**config.mk**
```make
export PLATFORM = sky130hd
export DESIGN_NAME = dtp_param_bank
export DESIGN_NICKNAME = d
export VERILOG_FILES = /design/src/verilog/dtp_pkg.sv /design/src/verilog/dtp_range_chk.sv /design/src/verilog/dtp_param_bank.sv
export VERILOG_INCLUDE_DIRS = /design/src /design/src/verilog
export SDC_FILE = /design/constraint.sdc
export NUM_CORES = 1
export LEC_CHECK = 0
export BUFFER_PORTS_ARGS = -buffer_cell sky130_fd_sc_hd__buf_2
export CAP_MARGIN = 30
export CELL_PAD_IN_SITES_DETAIL_PLACEMENT = 1
export CELL_PAD_IN_SITES_GLOBAL_PLACEMENT = 2
export CORE_MARGIN = 2
export CORE_UTILIZATION = 38
export CTS_BUF_LIST = sky130_fd_sc_hd__clkbuf_4
export DETAILED_ROUTE_END_ITERATION = 8
export PLACE_DENSITY_LB_ADDON = 0.1
export SYNTH_ARGS = -nofsm -noshare
export SYNTH_HDL_FRONTEND = slang
export SYNTH_SLANG_ARGS = --single-unit
```
**constraint.sdc**
```tcl
create_clock -name sys_clk -period 4.32 [get_ports sys_clk]
set_input_delay 0.864 -clock sys_clk [delete_from_list [all_inputs] [get_ports sys_clk]]
set_output_delay 0.864 -clock sys_clk [all_outputs]
set_load 0.01 [all_outputs]
```
**src/verilog/dtp_defines.svh**
```systemverilog
`ifndef DTP_DEFINES_SVH
`define DTP_DEFINES_SVH

// Table entry layout: {offset, low limit, high limit, reset value}
`define DTP_TAB_OFS_HI    63
`define DTP_TAB_OFS_LO    48
`define DTP_TAB_MIN_HI    47
`define DTP_TAB_MIN_LO    32
`define DTP_TAB_MAX_HI    31
`define DTP_TAB_MAX_LO    16
`define DTP_TAB_RST_HI    15
`define DTP_TAB_RST_LO    0

`define DTP_R_RESTART_METHOD   {16'h10A5, 16'h0000, 16'h0003, 16'h0000}
`define DTP_R_UV_RIDE_TIME     {16'h10A6, 16'h0003, 16'h00FA, 16'h000A}
`define DTP_R_RESTART_WAIT     {16'h10A7, 16'h0003, 16'h03E8, 16'h000A}
`define DTP_R_PF_ALARM_EN      {16'h10A8, 16'h0000, 16'h0001, 16'h0000}
`define DTP_R_RESTART_COUNT    {16'h10A9, 16'h0000, 16'h0001, 16'h0000}
`define DTP_R_THERMAL_LEVEL    {16'h10AD, 16'h07D0, 16'h2EE0, 16'h2710}
`define DTP_R_THERMAL_CURVE    {16'h10AE, 16'h0000, 16'h0002, 16'h0001}
`define DTP_R_OL_MODE          {16'h10B5, 16'h0000, 16'h0002, 16'h0001}
`define DTP_R_OL_LEVEL         {16'h10B6, 16'h07D0, 16'h3A98, 16'h3A98}
`define DTP_R_OL_DECEL         {16'h10B7, 16'h0001, 16'h012C, 16'h000A}
`define DTP_R_OL_SOURCE        {16'h10BB, 16'h0000, 16'h0001, 16'h0000}
`define DTP_R_LOCK_MODE        {16'h10BC, 16'h0000, 16'h0003, 16'h0000}
`define DTP_R_AM_GAIN          {16'h10CF, 16'h0000, 16'h00FF, 16'h0064}
`define DTP_R_START_FREQ       {16'h10D1, 16'h0005, 16'h0063, 16'h0005}
`define DTP_R_THERMAL_LEVEL_M2 {16'h1526, 16'h07D0, 16'h2EE0, 16'h2710}
`define DTP_R_THERMAL_CURVE_M2 {16'h1527, 16'h0000, 16'h0002, 16'h0001}
`define DTP_R_OL_SOURCE_M2     {16'h152B, 16'h0000, 16'h0001, 16'h0000}

// Read-only status word
`define DTP_STATUS_OFS    16'h1600

// Lock mode codes at or above this ignore the lock terminal
`define DTP_LOCK_ALWAYS   16'h0002
// Codes with this bit set also free the frequency setpoint
`define DTP_LOCK_FREQ_BIT 0

// Restart method: alarm only
`define DTP_METHOD_ALARM  16'h0000
// Limited restart count
`define DTP_RESTART_LIMIT 5'd16

// Time base: 0.1 s steps on a 4 ns clock
`define DTP_STEP_NS       100000000
`define DTP_CLK_NS        4

`endif

```
**src/verilog/dtp_pkg.sv**
```systemverilog
package dtp_pkg;

	localparam int DTP_NREG = 17;

	typedef enum logic [1:0] {
		ST_RUN  = 2'b00,
		ST_RIDE = 2'b01,
		ST_WAIT = 2'b10,
		ST_TRIP = 2'b11
	} dtp_state_t;

	typedef struct packed {
		logic        wr;
		logic        rd;
		logic [15:0] addr;
		logic [15:0] wdata;
	} dtp_req_t;

	typedef struct packed {
		logic        ack;
		logic        err;
		logic [15:0] rdata;
	} dtp_rsp_t;

	typedef struct packed {
		logic        motor_enable;
		logic        trip;
		logic        trip_alarm;
		logic        restart_pulse;
		logic        freq_match;
		logic        stop_after_match;
		logic [4:0]  restarts;
	} dtp_power_t;

endpackage

```
**src/verilog/dtp_range_chk.sv**
```systemverilog
`timescale 1ns/10ps
module dtp_range_chk
	import dtp_pkg::*;
(
	// Value and limits
	input  wire logic [15:0] value,
	input  wire logic [15:0] lo,
	input  wire logic [15:0] hi,
	// Verdict
	output logic             ok
);

	assign ok = (value >= lo) && (value <= hi);

endmodule // dtp_range_chk

```
**src/verilog/dtp_param_bank.sv**
```systemverilog
`timescale 1ns/10ps
`include "dtp_defines.svh"
// Function
// Restart method codes 0 to 3: alarm, restart at zero, resume on match, match then stop.
// Under-voltage beyond a ride-through of 3 to 250 tenths trips even in a restart mode.
// When under-voltage clears, wait the retry delay of 3 to 1000 tenths before running.
// The restart count selector holds 0 for at most 16 restarts or 1 for unlimited restarts.
// Each motor's thermal level holds 2000 to 12000 in 0.01 percent steps.
// Each motor's thermal curve takes codes 0, 1 and 2.
// The overload restriction mode takes codes 0, 1 and 2.
// The overload restriction level holds 2000 to 15000 in 0.01 percent steps.
// The overload deceleration rate holds 1 to 300 in 0.1 second steps.
// Each motor's overload source takes 0 for the level register or 1 for the analog input.
// Lock codes 0 and 1 block writes while the lock terminal is on; code 1 frees the setpoint.
// Lock codes 2 and 3 block writes always; code 3 also frees the frequency setpoint.
// The analog output gain holds 0 to 255 and scales the analog monitor output.
// The start frequency holds 5 to 99 in 0.1 Hz steps.
// A write outside a register's range or code set is refused and the old value stays.
// A locked write leaves the register unchanged; the lock mode register stays writable.
module dtp_param_bank
	import dtp_pkg::*;
#(
	parameter int STEP_CYCLES = `DTP_STEP_NS / `DTP_CLK_NS
)
(
	// Clock and reset
	input  wire logic        sys_clk,
	input  wire logic        nrst,
	input  wire logic        clk_en,
	// Holding register port
	input  wire dtp_req_t    req,
	output dtp_rsp_t         rsp,
	// Terminals
	input  wire logic        lock_terminal,
	input  wire logic        undervoltage,
	input  wire logic        trip_clear,
	// Parameter values
	output logic [15:0]      restart_method,
	output logic [15:0]      thermal_level,
	output logic [15:0]      thermal_curve,
	output logic [15:0]      thermal_level_motor2,
	output logic [15:0]      thermal_curve_motor2,
	output logic [15:0]      overload_limit_mode,
	output logic [15:0]      overload_limit_level,
	output logic [15:0]      overload_decel_rate,
	output logic [15:0]      overload_limit_source,
	output logic [15:0]      overload_limit_source_motor2,
	output logic [15:0]      start_frequency,
	output logic [7:0]       analog_monitor_gain,
	// Lock view for the frequency setpoint
	output logic             setpoint_write_allowed,
	// Power failure handling
	output dtp_power_t       power
);

	localparam int IDX_METHOD   = 0;
	localparam int IDX_RIDE     = 1;
	localparam int IDX_WAIT     = 2;
	localparam int IDX_ALARM    = 3;
	localparam int IDX_COUNT    = 4;
	localparam int IDX_TLEVEL   = 5;
	localparam int IDX_TCURVE   = 6;
	localparam int IDX_OLMODE   = 7;
	localparam int IDX_OLLEVEL  = 8;
	localparam int IDX_OLDECEL  = 9;
	localparam int IDX_OLSRC    = 10;
	localparam int IDX_LOCK     = 11;
	localparam int IDX_AMGAIN   = 12;
	localparam int IDX_START    = 13;
	localparam int IDX_TLEVEL2  = 14;
	localparam int IDX_TCURVE2  = 15;
	localparam int IDX_OLSRC2   = 16;
	localparam int STEP_W       = $clog2(STEP_CYCLES + 1);

	localparam logic [63:0] REG_TAB [DTP_NREG] = '{
		`DTP_R_RESTART_METHOD,
		`DTP_R_UV_RIDE_TIME,
		`DTP_R_RESTART_WAIT,
		`DTP_R_PF_ALARM_EN,
		`DTP_R_RESTART_COUNT,
		`DTP_R_THERMAL_LEVEL,
		`DTP_R_THERMAL_CURVE,
		`DTP_R_OL_MODE,
		`DTP_R_OL_LEVEL,
		`DTP_R_OL_DECEL,
		`DTP_R_OL_SOURCE,
		`DTP_R_LOCK_MODE,
		`DTP_R_AM_GAIN,
		`DTP_R_START_FREQ,
		`DTP_R_THERMAL_LEVEL_M2,
		`DTP_R_THERMAL_CURVE_M2,
		`DTP_R_OL_SOURCE_M2
	};

	logic [15:0]         regs      [DTP_NREG];
	logic [DTP_NREG-1:0] hit;
	logic [DTP_NREG-1:0] in_range;
	logic [DTP_NREG-1:0] write_ok;
	logic [15:0]         hit_rdata;
	logic                status_hit;
	logic                any_hit;
	logic                locked;
	logic                lock_always;
	logic                lock_frees_freq;
	logic                wr_refused;
	logic [15:0]         status_word;
	logic [15:0]         next_rdata;
	logic                next_err;

	dtp_state_t          state;
	dtp_state_t          next_state;
	logic [STEP_W-1:0]   step_cnt;
	logic                step_tick;
	logic [15:0]         tenths;
	logic                ride_over;
	logic                wait_done;
	logic                count_exhausted;
	logic                go_restart;
	logic [4:0]          restarts;

	// Lock decode from current mode and terminal
	assign lock_always     = regs[IDX_LOCK] >= `DTP_LOCK_ALWAYS;
	assign lock_frees_freq = regs[IDX_LOCK][`DTP_LOCK_FREQ_BIT];
	// terminal gated lock
	// unconditional lock
	assign locked          = lock_always || lock_terminal;
	// setpoint exemption
	// setpoint exemption
	assign setpoint_write_allowed = !locked || lock_frees_freq;

	// Per-register decode, range check and store
	genvar gi;
	generate
		for (gi = 0; gi < DTP_NREG; gi++) begin : g_reg
			assign hit[gi] = req.addr == REG_TAB[gi][`DTP_TAB_OFS_HI:`DTP_TAB_OFS_LO];

			// range limits
			dtp_range_chk u_chk (
				.value (req.wdata),
				.lo    (REG_TAB[gi][`DTP_TAB_MIN_HI:`DTP_TAB_MIN_LO]),
				.hi    (REG_TAB[gi][`DTP_TAB_MAX_HI:`DTP_TAB_MAX_LO]),
				.ok    (in_range[gi])
			);

			// refuse bad or locked
			assign write_ok[gi] = req.wr && hit[gi] && in_range[gi] &&
				(!locked || gi == IDX_LOCK);

			always_ff @(posedge sys_clk or negedge nrst) begin
				if (!nrst) begin
					regs[gi] <= REG_TAB[gi][`DTP_TAB_RST_HI:`DTP_TAB_RST_LO];
				end else if (clk_en && write_ok[gi]) begin
					regs[gi] <= req.wdata;
				end
			end
		end
	endgenerate

	always_comb begin
		hit_rdata = 16'h0000;
		for (int i = 0; i < DTP_NREG; i++) begin
			if (hit[i]) begin
				hit_rdata = regs[i];
			end
		end
	end

	assign status_hit  = req.addr == `DTP_STATUS_OFS;
	assign any_hit     = |hit;
	assign status_word = {9'h000, restarts, state};
	// refused write reported
	assign wr_refused  = !any_hit || !(|write_ok);
	assign next_rdata  = status_hit ? status_word : (any_hit ? hit_rdata : 16'h0000);
	// Status is read-only, so a write to it is an error
	assign next_err    = req.wr ? wr_refused : !(any_hit || status_hit);

	// Answer one cycle after the request
	always_ff @(posedge sys_clk or negedge nrst) begin
		if (!nrst) begin
			rsp <= '0;
		end else if (clk_en) begin
			rsp.ack   <= req.wr || req.rd;
			rsp.err   <= (req.wr || req.rd) && next_err;
			rsp.rdata <= req.rd ? next_rdata : 16'h0000;
		end
	end

	// Tenth-second time base, restarted on every state change
	assign step_tick = step_cnt == STEP_W'(STEP_CYCLES - 1);

	always_ff @(posedge sys_clk or negedge nrst) begin
		if (!nrst) begin
			step_cnt <= '0;
			tenths   <= 16'h0000;
		end else if (clk_en) begin
			if (next_state != state) begin
				step_cnt <= '0;
				tenths   <= 16'h0000;
			end else if (step_tick) begin
				step_cnt <= '0;
				tenths   <= tenths + 16'h0001;
			end else begin
				step_cnt <= step_cnt + STEP_W'(1);
			end
		end
	end

	// ride-through exceeded
	assign ride_over       = tenths >= regs[IDX_RIDE] && step_tick;
	// retry delay elapsed
	assign wait_done       = tenths + 16'h0001 >= regs[IDX_WAIT] && step_tick;
	// restart count policy
	assign count_exhausted = regs[IDX_COUNT] == 16'h0000 && restarts >= `DTP_RESTART_LIMIT;
	assign go_restart      = state == ST_WAIT && wait_done && !undervoltage;

	always_comb begin
		next_state = state;
		unique case (state)
			ST_RUN: begin
				if (undervoltage) begin
					next_state = ST_RIDE;
				end
			end
			ST_RIDE: begin
				// trip despite restart mode
				if (undervoltage && ride_over) begin
					next_state = ST_TRIP;
				// alarm-only method
				end else if (!undervoltage && regs[IDX_METHOD] == `DTP_METHOD_ALARM) begin
					next_state = ST_TRIP;
				end else if (!undervoltage && count_exhausted) begin
					next_state = ST_TRIP;
				end else if (!undervoltage) begin
					next_state = ST_WAIT;
				end
			end
			ST_WAIT: begin
				// wait before running
				if (undervoltage) begin
					next_state = ST_RIDE;
				end else if (wait_done) begin
					next_state = ST_RUN;
				end
			end
			ST_TRIP: begin
				if (trip_clear && !undervoltage) begin
					next_state = ST_RUN;
				end
			end
		endcase
	end

	always_ff @(posedge sys_clk or negedge nrst) begin
		if (!nrst) begin
			state <= ST_RUN;
		end else if (clk_en) begin
			state <= next_state;
		end
	end

	// Restart counter, cleared by a trip reset
	always_ff @(posedge sys_clk or negedge nrst) begin
		if (!nrst) begin
			restarts <= 5'd0;
		end else if (clk_en) begin
			if (state == ST_TRIP && next_state == ST_RUN) begin
				restarts <= 5'd0;
			end else if (go_restart && restarts != 5'h1F) begin
				restarts <= restarts + 5'd1;
			end
		end
	end

	// restart kind per method
	always_ff @(posedge sys_clk or negedge nrst) begin
		if (!nrst) begin
			power <= '0;
		end else if (clk_en) begin
			power.motor_enable     <= next_state == ST_RUN;
			power.trip             <= next_state == ST_TRIP;
			power.trip_alarm       <= next_state == ST_TRIP && regs[IDX_ALARM][0];
			power.restart_pulse    <= go_restart;
			power.freq_match       <= go_restart && regs[IDX_METHOD] >= 16'h0002;
			power.stop_after_match <= go_restart && regs[IDX_METHOD] == 16'h0003;
			power.restarts         <= restarts;
		end
	end

	// Parameter values towards the drive
	assign restart_method               = regs[IDX_METHOD];
	assign thermal_level                = regs[IDX_TLEVEL];
	assign thermal_curve                = regs[IDX_TCURVE];
	assign thermal_level_motor2         = regs[IDX_TLEVEL2];
	assign thermal_curve_motor2         = regs[IDX_TCURVE2];
	assign overload_limit_mode          = regs[IDX_OLMODE];
	assign overload_limit_level         = regs[IDX_OLLEVEL];
	assign overload_decel_rate          = regs[IDX_OLDECEL];
	assign overload_limit_source        = regs[IDX_OLSRC];
	assign overload_limit_source_motor2 = regs[IDX_OLSRC2];
	assign start_frequency              = regs[IDX_START];
	// gain fits eight bits
	assign analog_monitor_gain          = regs[IDX_AMGAIN][7:0];

endmodule // dtp_param_bank

```
==> impl_metrics.env, run 1 <==
export IMPL_ant_nets=0
export IMPL_multi_input_comb_area_um2=7890
export IMPL_reg2reg_slack_ns=0.35
export IMPL_overflow=0
export IMPL_tightestPinTransition_ns=0.960
export IMPL_worst_path_max_fanout=7
export IMPL_dp_hpwl_mm=52.9
export IMPL_synthArstFlopShare_pct=100
export IMPL_initial_utilization_pct=38.7
export IMPL_drv_slew=0
export IMPL_crit_type="reg2reg"
export IMPL_synth_cells=1829
export IMPL_synthDistinctLibCells=79
export IMPL_post_cts_buffers=0
export IMPL_io_buffer_count=253
export IMPL_total_power_mw=6.84
export IMPL_finalSetupTns_ns=0
export IMPL_clk_pin_slew_ns=0.06
export IMPL_ios=254
export IMPL_status="finished clean"
export IMPL_p_clk_share_pct=46.1
export IMPL_syn_to_final_growth_pct=12.3
export IMPL_ys_flop_type="dfrtp_1"
export IMPL_cts_root_buffer="clkbuf_4"
export IMPL_design_core_area_um2=47900
export IMPL_viasPerCell=5.66
export IMPL_insertion_delay_ns=0.88
export IMPL_drc=0
export IMPL_yosysMostFrequentCell="dfrtp_1"
export IMPL_die_area_um2=50600
export IMPL_holdWs_ns=0.0661
export IMPL_switchingPower_mw=1.81
export IMPL_combPwrFrac_pct=5.2
export IMPL_worstSetupEndpointType="register"
export IMPL_synth_area_um2=18600
export IMPL_yosysWarnings=0
export IMPL_vias=15254
export IMPL_worst_ep_required_time_ns=5.09
export IMPL_firstDrtPassIters=5
export IMPL_r2r_start="tenths[2]"
export IMPL_yosysSeqAreaShare_pct=47.3
export IMPL_synth_top_area_cell="dfrtp_1"
export IMPL_switching_share_pct=26.5
export IMPL_pwr_density_cell_nw_per_um2=328
export IMPL_num_rows=80
export IMPL_syn_area_per_cell_um2=10.1
export IMPL_fmax_mhz=252
export IMPL_track_usage_pct=28.2
export IMPL_hp_class="in2async"
export IMPL_cts_tree="yes"
export IMPL_worstSetupStartpointType="register"
export IMPL_setup_violations=0
export IMPL_fin_ws_ns=0.354
export IMPL_p_int_mw=5.03
export IMPL_synth_commonest_cells="dfrtp_1 (318), buf_4 (188), nor2_1 (115)"
export IMPL_area_sequential_um2=8770
export IMPL_die_y_um=225
export IMPL_critPathArrivalTime_ns=4.73
export IMPL_drive_above_1_share_pct=31.8
export IMPL_cts_sinks=349
export IMPL_gp_congestion=0.848
export IMPL_numCtsBuffers=99
export IMPL_cts_max_level=3
export IMPL_p_leak_nw=10.4
export IMPL_grt_pass1_wl_mm=105
export IMPL_yosys_top_cells_area="dfrtp_1 (43%), buf_4 (7.6%), mux2_2 (5.9%)"
export IMPL_drt_wl_total_mm=70.8
export IMPL_rsz0062_at_grt="false"
export IMPL_layout_min_cycle_time_ns=3.97
export IMPL_synth_edf_count=0
export IMPL_die_x_um=225
export IMPL_num_fill_cells=5480
export IMPL_clock_skew_final_ns=0.0851
export IMPL_ys_ff_latch=349
export IMPL_relSlewSlack_pct=35.4
export IMPL_grt_pass1_vias=15771
export IMPL_synth_top_area_share_pct=42.9
export IMPL_detail_route_wl_per_cell_um=26.3
export IMPL_finalCritPeriodShare_pct=91.8
export IMPL_layout_nets=2071
export IMPL_grt_start_max_net_pins=95
export IMPL_drv_cap=0
export IMPL_ir_drop_mv=0.189
export IMPL_ff2ff_path_depth=15
export IMPL_grt_antenna_before_repair=7
export IMPL_synth_nets=1905
export IMPL_hold_viol=0
export IMPL_worstReg2RegEnd="tenths[12]"
export IMPL_pre_cts_ws_ns=0.0685
export IMPL_drt_initial_drc_count=1097
export IMPL_clock_path_buffers=3
export IMPL_pwr_share_seq_pct=48.7
[worst max-delay path by stage]
stage | startpoint | endpoint | cells past startpoint
2_1_floorplan | tenths[2] | tenths[12] | 16
3_3_place_gp | req[22] | rsp[6] | 9
3_5_place_dp | req[22] | rsp[6] | 9
4_1_cts | tenths[2] | tenths[11] | 15
5_1_grt | tenths[2] | tenths[8] | 15
6_report | tenths[2] | tenths[12] | 15
[state kept, by name, summed over array words and instances (netlist names), 11 cells and up]
signal	cells
overload_limit_level	16
thermal_curve_motor2	16
rsp	18
thermal_curve	16
thermal_level_motor2	16
overload_limit_source	16
power	11
regs	87
restart_method	16
overload_decel_rate	16
overload_limit_source_motor2	16
start_frequency	16
overload_limit_mode	16
thermal_level	16
tenths	16
step_cnt	25
[placed cells by master, fill, tap and decap left out, types with 58 or more instances in the layout]
cell,instances
dfrtp_1,318
nor2b_1,95
nand2_1,113
and2_1,108
buf_4,77
clkbuf_4,149
a21oi_1,70
buf_2,252
o21ai_0,58
mux2_2,97
nor2_1,115
[power groups by stage]
stage                     sequential (mW)  combinational [mW]  clock, mW
after detailed placement             3.39               0.356          0
after CTS                            3.33               0.357       3.25
after global routing                 3.33               0.390       3.42
after floorplan                      3.37               0.150          0
after global placement               3.39               0.350          0
final                                3.33               0.355       3.16
[metal layers]
metal / track usage, % / routed length (um)
met5: 0 / 11
met4: 10.1 / 2230
met3: 4.49 / 3810
met2: 45.3 / 33500
met1: 38.6 / 31300
[worst max-delay path, stage by stage, from the launching register on]
cell and delay, ns:
dfrtp_1 0.48, nand3_1 0.24, nor2_1 0.25, and3_1 0.26, nand3_1 0.23, nor2_1 0.21
xor2_1 0.24, ha_1 0.29, a21oi_1 0.14, o21ai_0 0.09, a21oi_1 0.11, o21ai_1 0.18
a41oi_1 0.26, a21boi_1 0.30, and3_1 0.43, a22o_1 0.19
[stage by stage]
step,cell area [um^2],utilization [%],cells
after floorplan,18600,-,1829
final,20800,43.4,2697
after CTS,20800,43.4,2692
after detailed placement,19500,40.7,2509
after global routing,20800,43.4,2696
after global placement,19500,40.7,2509
[layout make-up]
type / instances / area share (%)
multi-input cells: 1167 / 37.9
flip-flops and latches: 349 / 42.1
clock inverters: 34 / 0.829
repair buffers: 334 / 9.29
clock buffers: 149 / 5.37
diodes: 5 / 0.0601
inverters: 44 / 0.793
well taps: 615 / 3.69
[cell families (layout without fill, tap and decap cells)]
logic type               after synthesis  in the layout  share of synthesized area, %
AO/OA/AOI/OAI                        336            336                          12.6
XOR/XNOR                              33             33                          1.56
adder cells (fa/ha/maj)               36             36                          2.43
buffers and inverters                313            561                          10.3
flip-flops                           349            349                          47.3
multiplexers                         108            108                          6.70
other                                  0              5                             0
AND/OR/NAND/NOR                      654            654                          19.1
[what timing repair did]
action | in CTS | in global routing
resized for setup | 0 | 2
endpoints found under the hold margin | 0 | 0
setup endpoints to repair | 0 | 17
hold buffers | 0 | 0
Note: power is estimated with default switching activity, not from simulation.
==> inputs of run 2 (changes only) <==
--- a/config.mk
+++ b/config.mk
@@ -6,12 +6,13 @@
 export SDC_FILE = /design/constraint.sdc
 export NUM_CORES = 1
 export LEC_CHECK = 0
+export ABC_AREA = 1
 export BUFFER_PORTS_ARGS = -buffer_cell sky130_fd_sc_hd__buf_2
 export CAP_MARGIN = 30
 export CELL_PAD_IN_SITES_DETAIL_PLACEMENT = 1
 export CELL_PAD_IN_SITES_GLOBAL_PLACEMENT = 2
 export CORE_MARGIN = 2
-export CORE_UTILIZATION = 38
+export CORE_UTILIZATION = 35
 export CTS_BUF_LIST = sky130_fd_sc_hd__clkbuf_4
 export DETAILED_ROUTE_END_ITERATION = 8
 export PLACE_DENSITY_LB_ADDON = 0.1
==> run 2 against run 1 <==
Compared with the run above:
- sequential power about the same
- synthesized area up 4.2%
- clock skew down 0.031 ns
- maximum frequency up 5.1%
- die area up 13%
- power up 7.6%
- highest routed layer unchanged
- critical path type unchanged
- largest cell class unchanged
- sequential share of layout area down 1.6 points
- design area up 4.0%
- clock power up 9.2%
- synthesized cell count up 37%
- global-route usage down 1.8 points
- first-iteration DRC count down 6.6%
==> impl_metrics.env, run 2 <==
export IMPL_status="finished clean"
export IMPL_drc=0
export IMPL_setup_violations=0
export IMPL_cp_common_cell="nand3_1"
export IMPL_clk_pin_slew_ns=0.07
export IMPL_drive_above_1_share_pct=21.0
export IMPL_hp_class="in2async"
export IMPL_hold_viol=0
export IMPL_synth_top_area_cell="dfrtp_1"
export IMPL_detail_route_wl_per_cell_um=21.6
export IMPL_multi_input_comb_area_um2=7250
export IMPL_vias=17096
export IMPL_critPathArrivalTime_ns=4.50
export IMPL_grt_pass1_vias=17980
export IMPL_synth_commonest_cells="nand2_1 (690), inv_1 (415), dfrtp_1 (318)"
export IMPL_die_x_um=239
export IMPL_largest_register_ffs=87
export IMPL_layout_min_cycle_time_ns=3.77
export IMPL_slowest_stage="dfrtp_1"
export IMPL_synth_area_um2=19300
export IMPL_drt_wl_total_mm=74.7
export IMPL_rsz0062_at_grt="false"
export IMPL_fmax_mhz=265
export IMPL_synth_nets=2580
export IMPL_insertion_delay_ns=0.88
export IMPL_num_rows=86
export IMPL_yosysSeqAreaShare_pct=45.4
export IMPL_gp_congestion=0.898
export IMPL_initial_utilization_pct=35.2
export IMPL_pre_cts_ws_ns=0.300
export IMPL_clock_skew_final_ns=0.0546
export IMPL_area_sequential_um2=8770
export IMPL_yosysMostFrequentCell="nand2_1"
export IMPL_finalSetupTns_ns=0
export IMPL_dp_hpwl_mm=56.4
export IMPL_num_fill_cells=6900
export IMPL_drv_slew=0
export IMPL_layout_nets=2735
export IMPL_grt_antenna_before_repair=8
export IMPL_ys_flop_type="dfrtp_1"
export IMPL_synth_edf_count=0
export IMPL_io_buffer_count=253
export IMPL_final_common_cell="nand2_1"
export IMPL_ir_drop_mv=0.171
export IMPL_slowest_delay_ns=0.40
export IMPL_synth_cells=2504
export IMPL_ys_ff_latch=349
export IMPL_tightestPinTransition_ns=0.883
export IMPL_track_usage_pct=26.4
export IMPL_most_common_layout_cells="nand2_1 (690), inv_1 (415), dfrtp_1 (318)"
export IMPL_firstDrtPassIters=6
export IMPL_drt_initial_drc_count=1025
export IMPL_ios=254
export IMPL_worstSetupStartpointType="register"
export IMPL_synth_top_area_share_pct=41.2
export IMPL_die_y_um=239
export IMPL_relSlewSlack_pct=41.1
export IMPL_yosysWarnings=0
export IMPL_p_leak_nw=12.3
export IMPL_grt_start_max_net_pins=93
export IMPL_crit_type="reg2reg"
export IMPL_synthDistinctLibCells=51
export IMPL_ff2ff_path_depth=26
export IMPL_worst_path_max_fanout=22
export IMPL_synthArstFlopShare_pct=100
export IMPL_clock_path_buffers=3
export IMPL_yosys_top_cells_area="dfrtp_1 (41%), nand2_1 (13%), inv_1 (8.1%)"
export IMPL_viasPerCell=4.96
export IMPL_numCtsBuffers=104
export IMPL_syn_to_final_growth_pct=12.1
export IMPL_die_area_um2=57100
export IMPL_ant_nets=0
export IMPL_regMostFlops="regs"
export IMPL_cts_max_level=3
export IMPL_drv_cap=0
export IMPL_worstSetupEndpointType="register"
export IMPL_design_core_area_um2=54900
export IMPL_reg_top3="regs x87, step_cnt x25, rsp x18"
export IMPL_grt_pass1_wl_mm=111
export IMPL_worst_ep_required_time_ns=5.05
export IMPL_cts_sinks=349
export IMPL_overflow=0
export IMPL_cts_root_buffer="clkbuf_4"
export IMPL_finalCritPeriodShare_pct=87.3
export IMPL_syn_area_per_cell_um2=7.72
export IMPL_fin_ws_ns=0.548
export IMPL_pwr_density_cell_nw_per_um2=340
export IMPL_hold_buffers=0
export IMPL_cts_tree="yes"
run 2: changes by cell type in the layout (fill, tap and decap cells not counted), sizes merged, moves of 24 or more:
cell    change
a21oi      -43
a221oi     -31
and2      -108
inv       +373
mux2      -101
nand2     +583
nand4      +82
nor2       +24
nor2b      -95
o21ai     +157
run 2: kinds of logic after synthesis:
| family | synth area share (%) |
|---|---|
| compound gates | 8.11 |
| xor+xnor | 1.40 |
| fa+ha+maj | 2.33 |
| buf+inv | 17.3 |
| flops | 45.4 |
| mux | 0.233 |
| simple gates | 25.3 |
run 2: cell type report:
type	instances	area share [%]
repair buffers	311	8.05
clock buffers	171	5.92
diodes	4	0.0462
multi-input cells	1469	33.5
flip-flops and latches	349	40.5
well taps	704	4.07
inverters	424	7.34
clock inverters	18	0.629
run 2: what timing repair did:
action,4_1_cts,5_1_grt
gates resized for setup,0,7
hold endpoints to repair,0,0
buffers inserted,0,1
endpoints found under the setup margin,0,43
run 2: per-layer routing:
metal  global-route usage [%]  part of all wire [%]  vias to the layer above
met1                     31.7                    41                     8472
met5                        0                 0.092                        -
met4                     11.6                   3.6                       10
met2                     45.7                    50                      404
met3                     5.23                   4.8                      126
li1                         -                     -                     8084
run 2: metrics by stage:
| stage | area, um^2 | hold WS, ns | util (%) | cells | power, mW |
|---|---|---|---|---|---|
| floorplan | 19300 | 0.431 | - | 2504 | 3.68 |
| global placement | 20200 | 0.447 | 36.8 | 3256 | 3.95 |
| detailed placement | 20200 | 0.452 | 36.8 | 3256 | 3.97 |
| CTS | 21600 | 0.00631 | 39.4 | 3445 | 7.49 |
| global route | 21700 | 0.0454 | 39.5 | 3448 | 7.74 |
| finish | 21700 | 0.0397 | 39.5 | 3450 | 7.36 |
run 2: report_power, final:
group | switching, mW | internal, mW
Sequential | 0.0435 | 3.31
Clock | 1.56 | 1.89
Combinational | 0.411 | 0.148
run 2: worst max-delay path: cells and delay by family (launching register included):
family / cells / cell delay (ns)
xor+xnor: 1 / 0.16
flops: 1 / 0.40
buf+inv: 5 / 0.51
simple gates: 16 / 1.81
fa+ha+maj: 2 / 0.49
compound gates: 2 / 0.24
run 2: final timing paths:
kind	startpoint	end	slack, ns
min in group sys_clk	req[32]	rsp[17]	0.32
max	tenths[1]	step_cnt[12]	0.55
min reg2reg	regs[73]	regs[73]	0.47
max reg2reg	tenths[1]	step_cnt[12]	0.55
min	nrst	overload_limit_source[0]	0.04
max in group asynchronous	nrst	overload_limit_level[4]	3.11
==> inputs of run 3 (changes only) <==
--- a/config.mk
+++ b/config.mk
@@ -7,15 +7,17 @@
 export NUM_CORES = 1
 export LEC_CHECK = 0
 export ABC_AREA = 1
-export BUFFER_PORTS_ARGS = -buffer_cell sky130_fd_sc_hd__buf_2
 export CAP_MARGIN = 30
 export CELL_PAD_IN_SITES_DETAIL_PLACEMENT = 1
 export CELL_PAD_IN_SITES_GLOBAL_PLACEMENT = 2
 export CORE_MARGIN = 2
-export CORE_UTILIZATION = 35
+export CORE_UTILIZATION = 38
 export CTS_BUF_LIST = sky130_fd_sc_hd__clkbuf_4
+export CTS_CLUSTER_SIZE = 28
 export DETAILED_ROUTE_END_ITERATION = 8
+export DONT_BUFFER_PORTS = 1
 export PLACE_DENSITY_LB_ADDON = 0.1
 export SYNTH_ARGS = -nofsm -noshare
 export SYNTH_HDL_FRONTEND = slang
+export SYNTH_HIERARCHICAL = 1
 export SYNTH_SLANG_ARGS = --single-unit
==> run 3 against run 2 <==
Compared with the run above:
- clock skew increased by 0.018 ns
- hold slack got worse by 0.33 ns
- the flow now finishes with violations (negative hold slack, max-slew violations)
- critical endpoint is now tenths[11]
- clock-buffer cell count decreased by 8
==> impl_metrics.env, run 3 <==
export IMPL_num_rows=109
export IMPL_design_core_area_um2=88600
export IMPL_largest_register_ffs=87
export IMPL_synth_top_area_share_pct=23.4
export IMPL_regMostFlops="regs"
export IMPL_overflow=0
export IMPL_drv_cap=0
export IMPL_cts_root_buffer="clkbuf_4"
export IMPL_worst_path_max_fanout=32
export IMPL_drt_initial_drc_count=1458
export IMPL_synthArstFlopShare_pct=100
export IMPL_worstSetupStartpointType="register"
export IMPL_drc=0
export IMPL_layout_nets=5940
export IMPL_final_common_cell="nand2_1"
export IMPL_worstSetupEndpointType="register"
export IMPL_insertion_delay_ns=0.89
export IMPL_slowest_delay_ns=0.42
export IMPL_ios=254
export IMPL_yosysMostFrequentCell="nand2_1"
export IMPL_grt_pass1_vias=31345
export IMPL_relSlewSlack_pct=-41.8
export IMPL_cts_tree="yes"
export IMPL_worst_ep_required_time_ns=5.03
export IMPL_yosys_top_cells_area="dfrtp_1 (23%), ha_1 (21%), nand2_1 (15%)"
export IMPL_drv_slew=190
export IMPL_fmax_mhz=259
export IMPL_initial_utilization_pct=38.4
export IMPL_rsz0062_at_grt="false"
export IMPL_clk_pin_slew_ns=0.07
export IMPL_area_sequential_um2=8770
export IMPL_cts_sinks=349
export IMPL_crit_type="reg2reg"
export IMPL_hp_class="in2async"
export IMPL_yosysWarnings=6
export IMPL_grt_start_max_net_pins=350
export IMPL_syn_area_per_cell_um2=6.92
export IMPL_die_area_um2=92000
export IMPL_die_x_um=303
export IMPL_critPathArrivalTime_ns=4.58
export IMPL_final_cells=6573
export IMPL_syn_to_final_growth_pct=10.6
export IMPL_holdWs_ns=-0.289
export IMPL_synth_commonest_cells="nand2_1 (1362), inv_1 (940), ha_1 (580)"
export IMPL_track_usage_pct=26.7
export IMPL_clock_path_buffers=3
export IMPL_io_buffer_count=0
export IMPL_firstDrtPassIters=5
export IMPL_numCtsBuffers=100
export IMPL_synth_cells=4920
export IMPL_final_area_um2=37700
export IMPL_finalSetupTns_ns=0
export IMPL_grt_pass1_wl_mm=186
export IMPL_viasPerCell=4.77
export IMPL_post_cts_buffers=0
export IMPL_multi_input_comb_area_um2=21900
export IMPL_ys_ff_latch=349
export IMPL_path_cells="ha_1 -> nand2_1 -> nor3_2 -> inv_1 -> nor3_1 -> inv_1 -> nor3_2 -> nand3_1 -> xor2_1 -> inv_1 -> ha_1 -> nand3_1 -> nor3_1 -> nand3_1 -> nand3_1 -> nand2_1 -> a21oi_2 -> nand2_1 -> nand3_2 -> or2_4 -> nand2_4 -> buf_6 -> nand2_1 -> o21ai_2"
export IMPL_placed_area_um2=36200
export IMPL_ant_nets=0
export IMPL_ys_flop_type="dfrtp_1"
export IMPL_p_leak_nw=19.9
export IMPL_setup_violations=0
export IMPL_finalCritPeriodShare_pct=89.5
export IMPL_reg_top3="regs x87, step_cnt x25, rsp x18"
export IMPL_gp_congestion=0.926
export IMPL_dp_hpwl_mm=92.7
export IMPL_layout_min_cycle_time_ns=3.87
export IMPL_drive_above_1_share_pct=6.90
export IMPL_synth_area_um2=34100
export IMPL_clock_skew_final_ns=0.0726
export IMPL_vias=31326
export IMPL_hold_viol=111
export IMPL_slowest_stage="dfrtp_1"
export IMPL_status="complete, but fails checks"
export IMPL_die_y_um=303
export IMPL_synth_top_area_cell="dfrtp_1"
export IMPL_drt_wl_total_mm=122
export IMPL_synth_edf_count=0
export IMPL_most_common_layout_cells="nand2_1 (1362), inv_1 (940), ha_1 (580)"
export IMPL_tightestPinTransition_ns=2.13
export IMPL_ir_drop_mv=0.134
export IMPL_violations="negative hold slack, max-slew violations"
export IMPL_num_fill_cells=11785
export IMPL_grt_antenna_before_repair=6
export IMPL_detail_route_wl_per_cell_um=18.6
export IMPL_synthDistinctLibCells=54
export IMPL_yosysSeqAreaShare_pct=25.8
export IMPL_pwr_density_cell_nw_per_um2=230
export IMPL_dp_cells=6382
export IMPL_cts_max_level=3
run 3: layer usage:
metal | GRT usage (%) | part of all wire (%) | vias to the layer above
met3 | 7.60 | 7.6 | 134
met1 | 34.0 | 45 | 14855
met5 | 0 | 0 | -
li1 | - | - | 15752
met2 | 44.9 | 46 | 585
met4 | 5.86 | 2.1 | 0
run 3: cells by family after synthesis:
logic type	after synthesis	share of synthesized area [%]
simple gates	1959	24.2
buf+inv	1244	16.0
compound gates	753	11.8
fa+ha+maj	580	21.3
flops	349	25.8
xor+xnor	31	0.797
other cells	2	0.0221
mux	2	0.0588
run 3: layout make-up:
class                           count  share of cell area, %
Multi-Input combinational cell   3869                   58.1
Sequential cell                   349                   23.3
Timing Repair Buffer               45                   1.48
Clock buffer                      163                   3.25
Antenna cell                        3                 0.0199
Clock inverter                     24                  0.405
Inverter                          955                   9.54
Tap cell                         1165                   3.87
run 3: report_power, final:
group | internal [mW] | switching [mW]
combinational | 0.701 | 1.15
sequential | 3.34 | 0.0905
clock | 1.82 | 1.56
total | 5.86 | 2.80
run 3: repair_timing:
item	CTS	global route
gates resized for setup	0	6
endpoints found under the hold margin	349	323
setup endpoints to repair	0	38
run 3: metrics by stage:
| step | utilization [%] | total power [mW] | hold slack [ns] | setup slack (ns) |
|---|---|---|---|---|
| after floorplan | - | 4.85 | 0.448 | 0.945 |
| after global placement | 40.5 | 5.24 | 0.464 | 0.384 |
| after detailed placement | 40.9 | 5.32 | 0.472 | 0.335 |
| after CTS | 42.4 | 8.73 | -0.367 | 0.231 |
| after global routing | 42.5 | 9.28 | -0.371 | 0.0220 |
| final | 42.5 | 8.66 | -0.289 | 0.454 |
run 3: worst max-delay path: cells and delay by family (launching register included):
kind	cells	cell delay, ns
compound gates	2	0.20
xor+xnor	1	0.14
fa+ha+maj	2	0.49
buf+inv	4	0.49
flops	1	0.42
simple gates	15	1.99
run 3: path summary, 6_finish.rpt:
path                           start                 endpoint  slack, ns  depth (start not counted)
setup / recovery           tenths[1]               tenths[11]       0.45                         24
hold / removal                  nrst      start_frequency[15]      -0.29                          0
setup reg to reg           tenths[1]               tenths[11]       0.45                         24
hold reg to reg            regs[247]                regs[247]       0.49                          2
max in group asynchronous       nrst  overload_limit_level[2]       2.94                          0
min in group sys_clk          clk_en              step_cnt[1]       0.16                          1
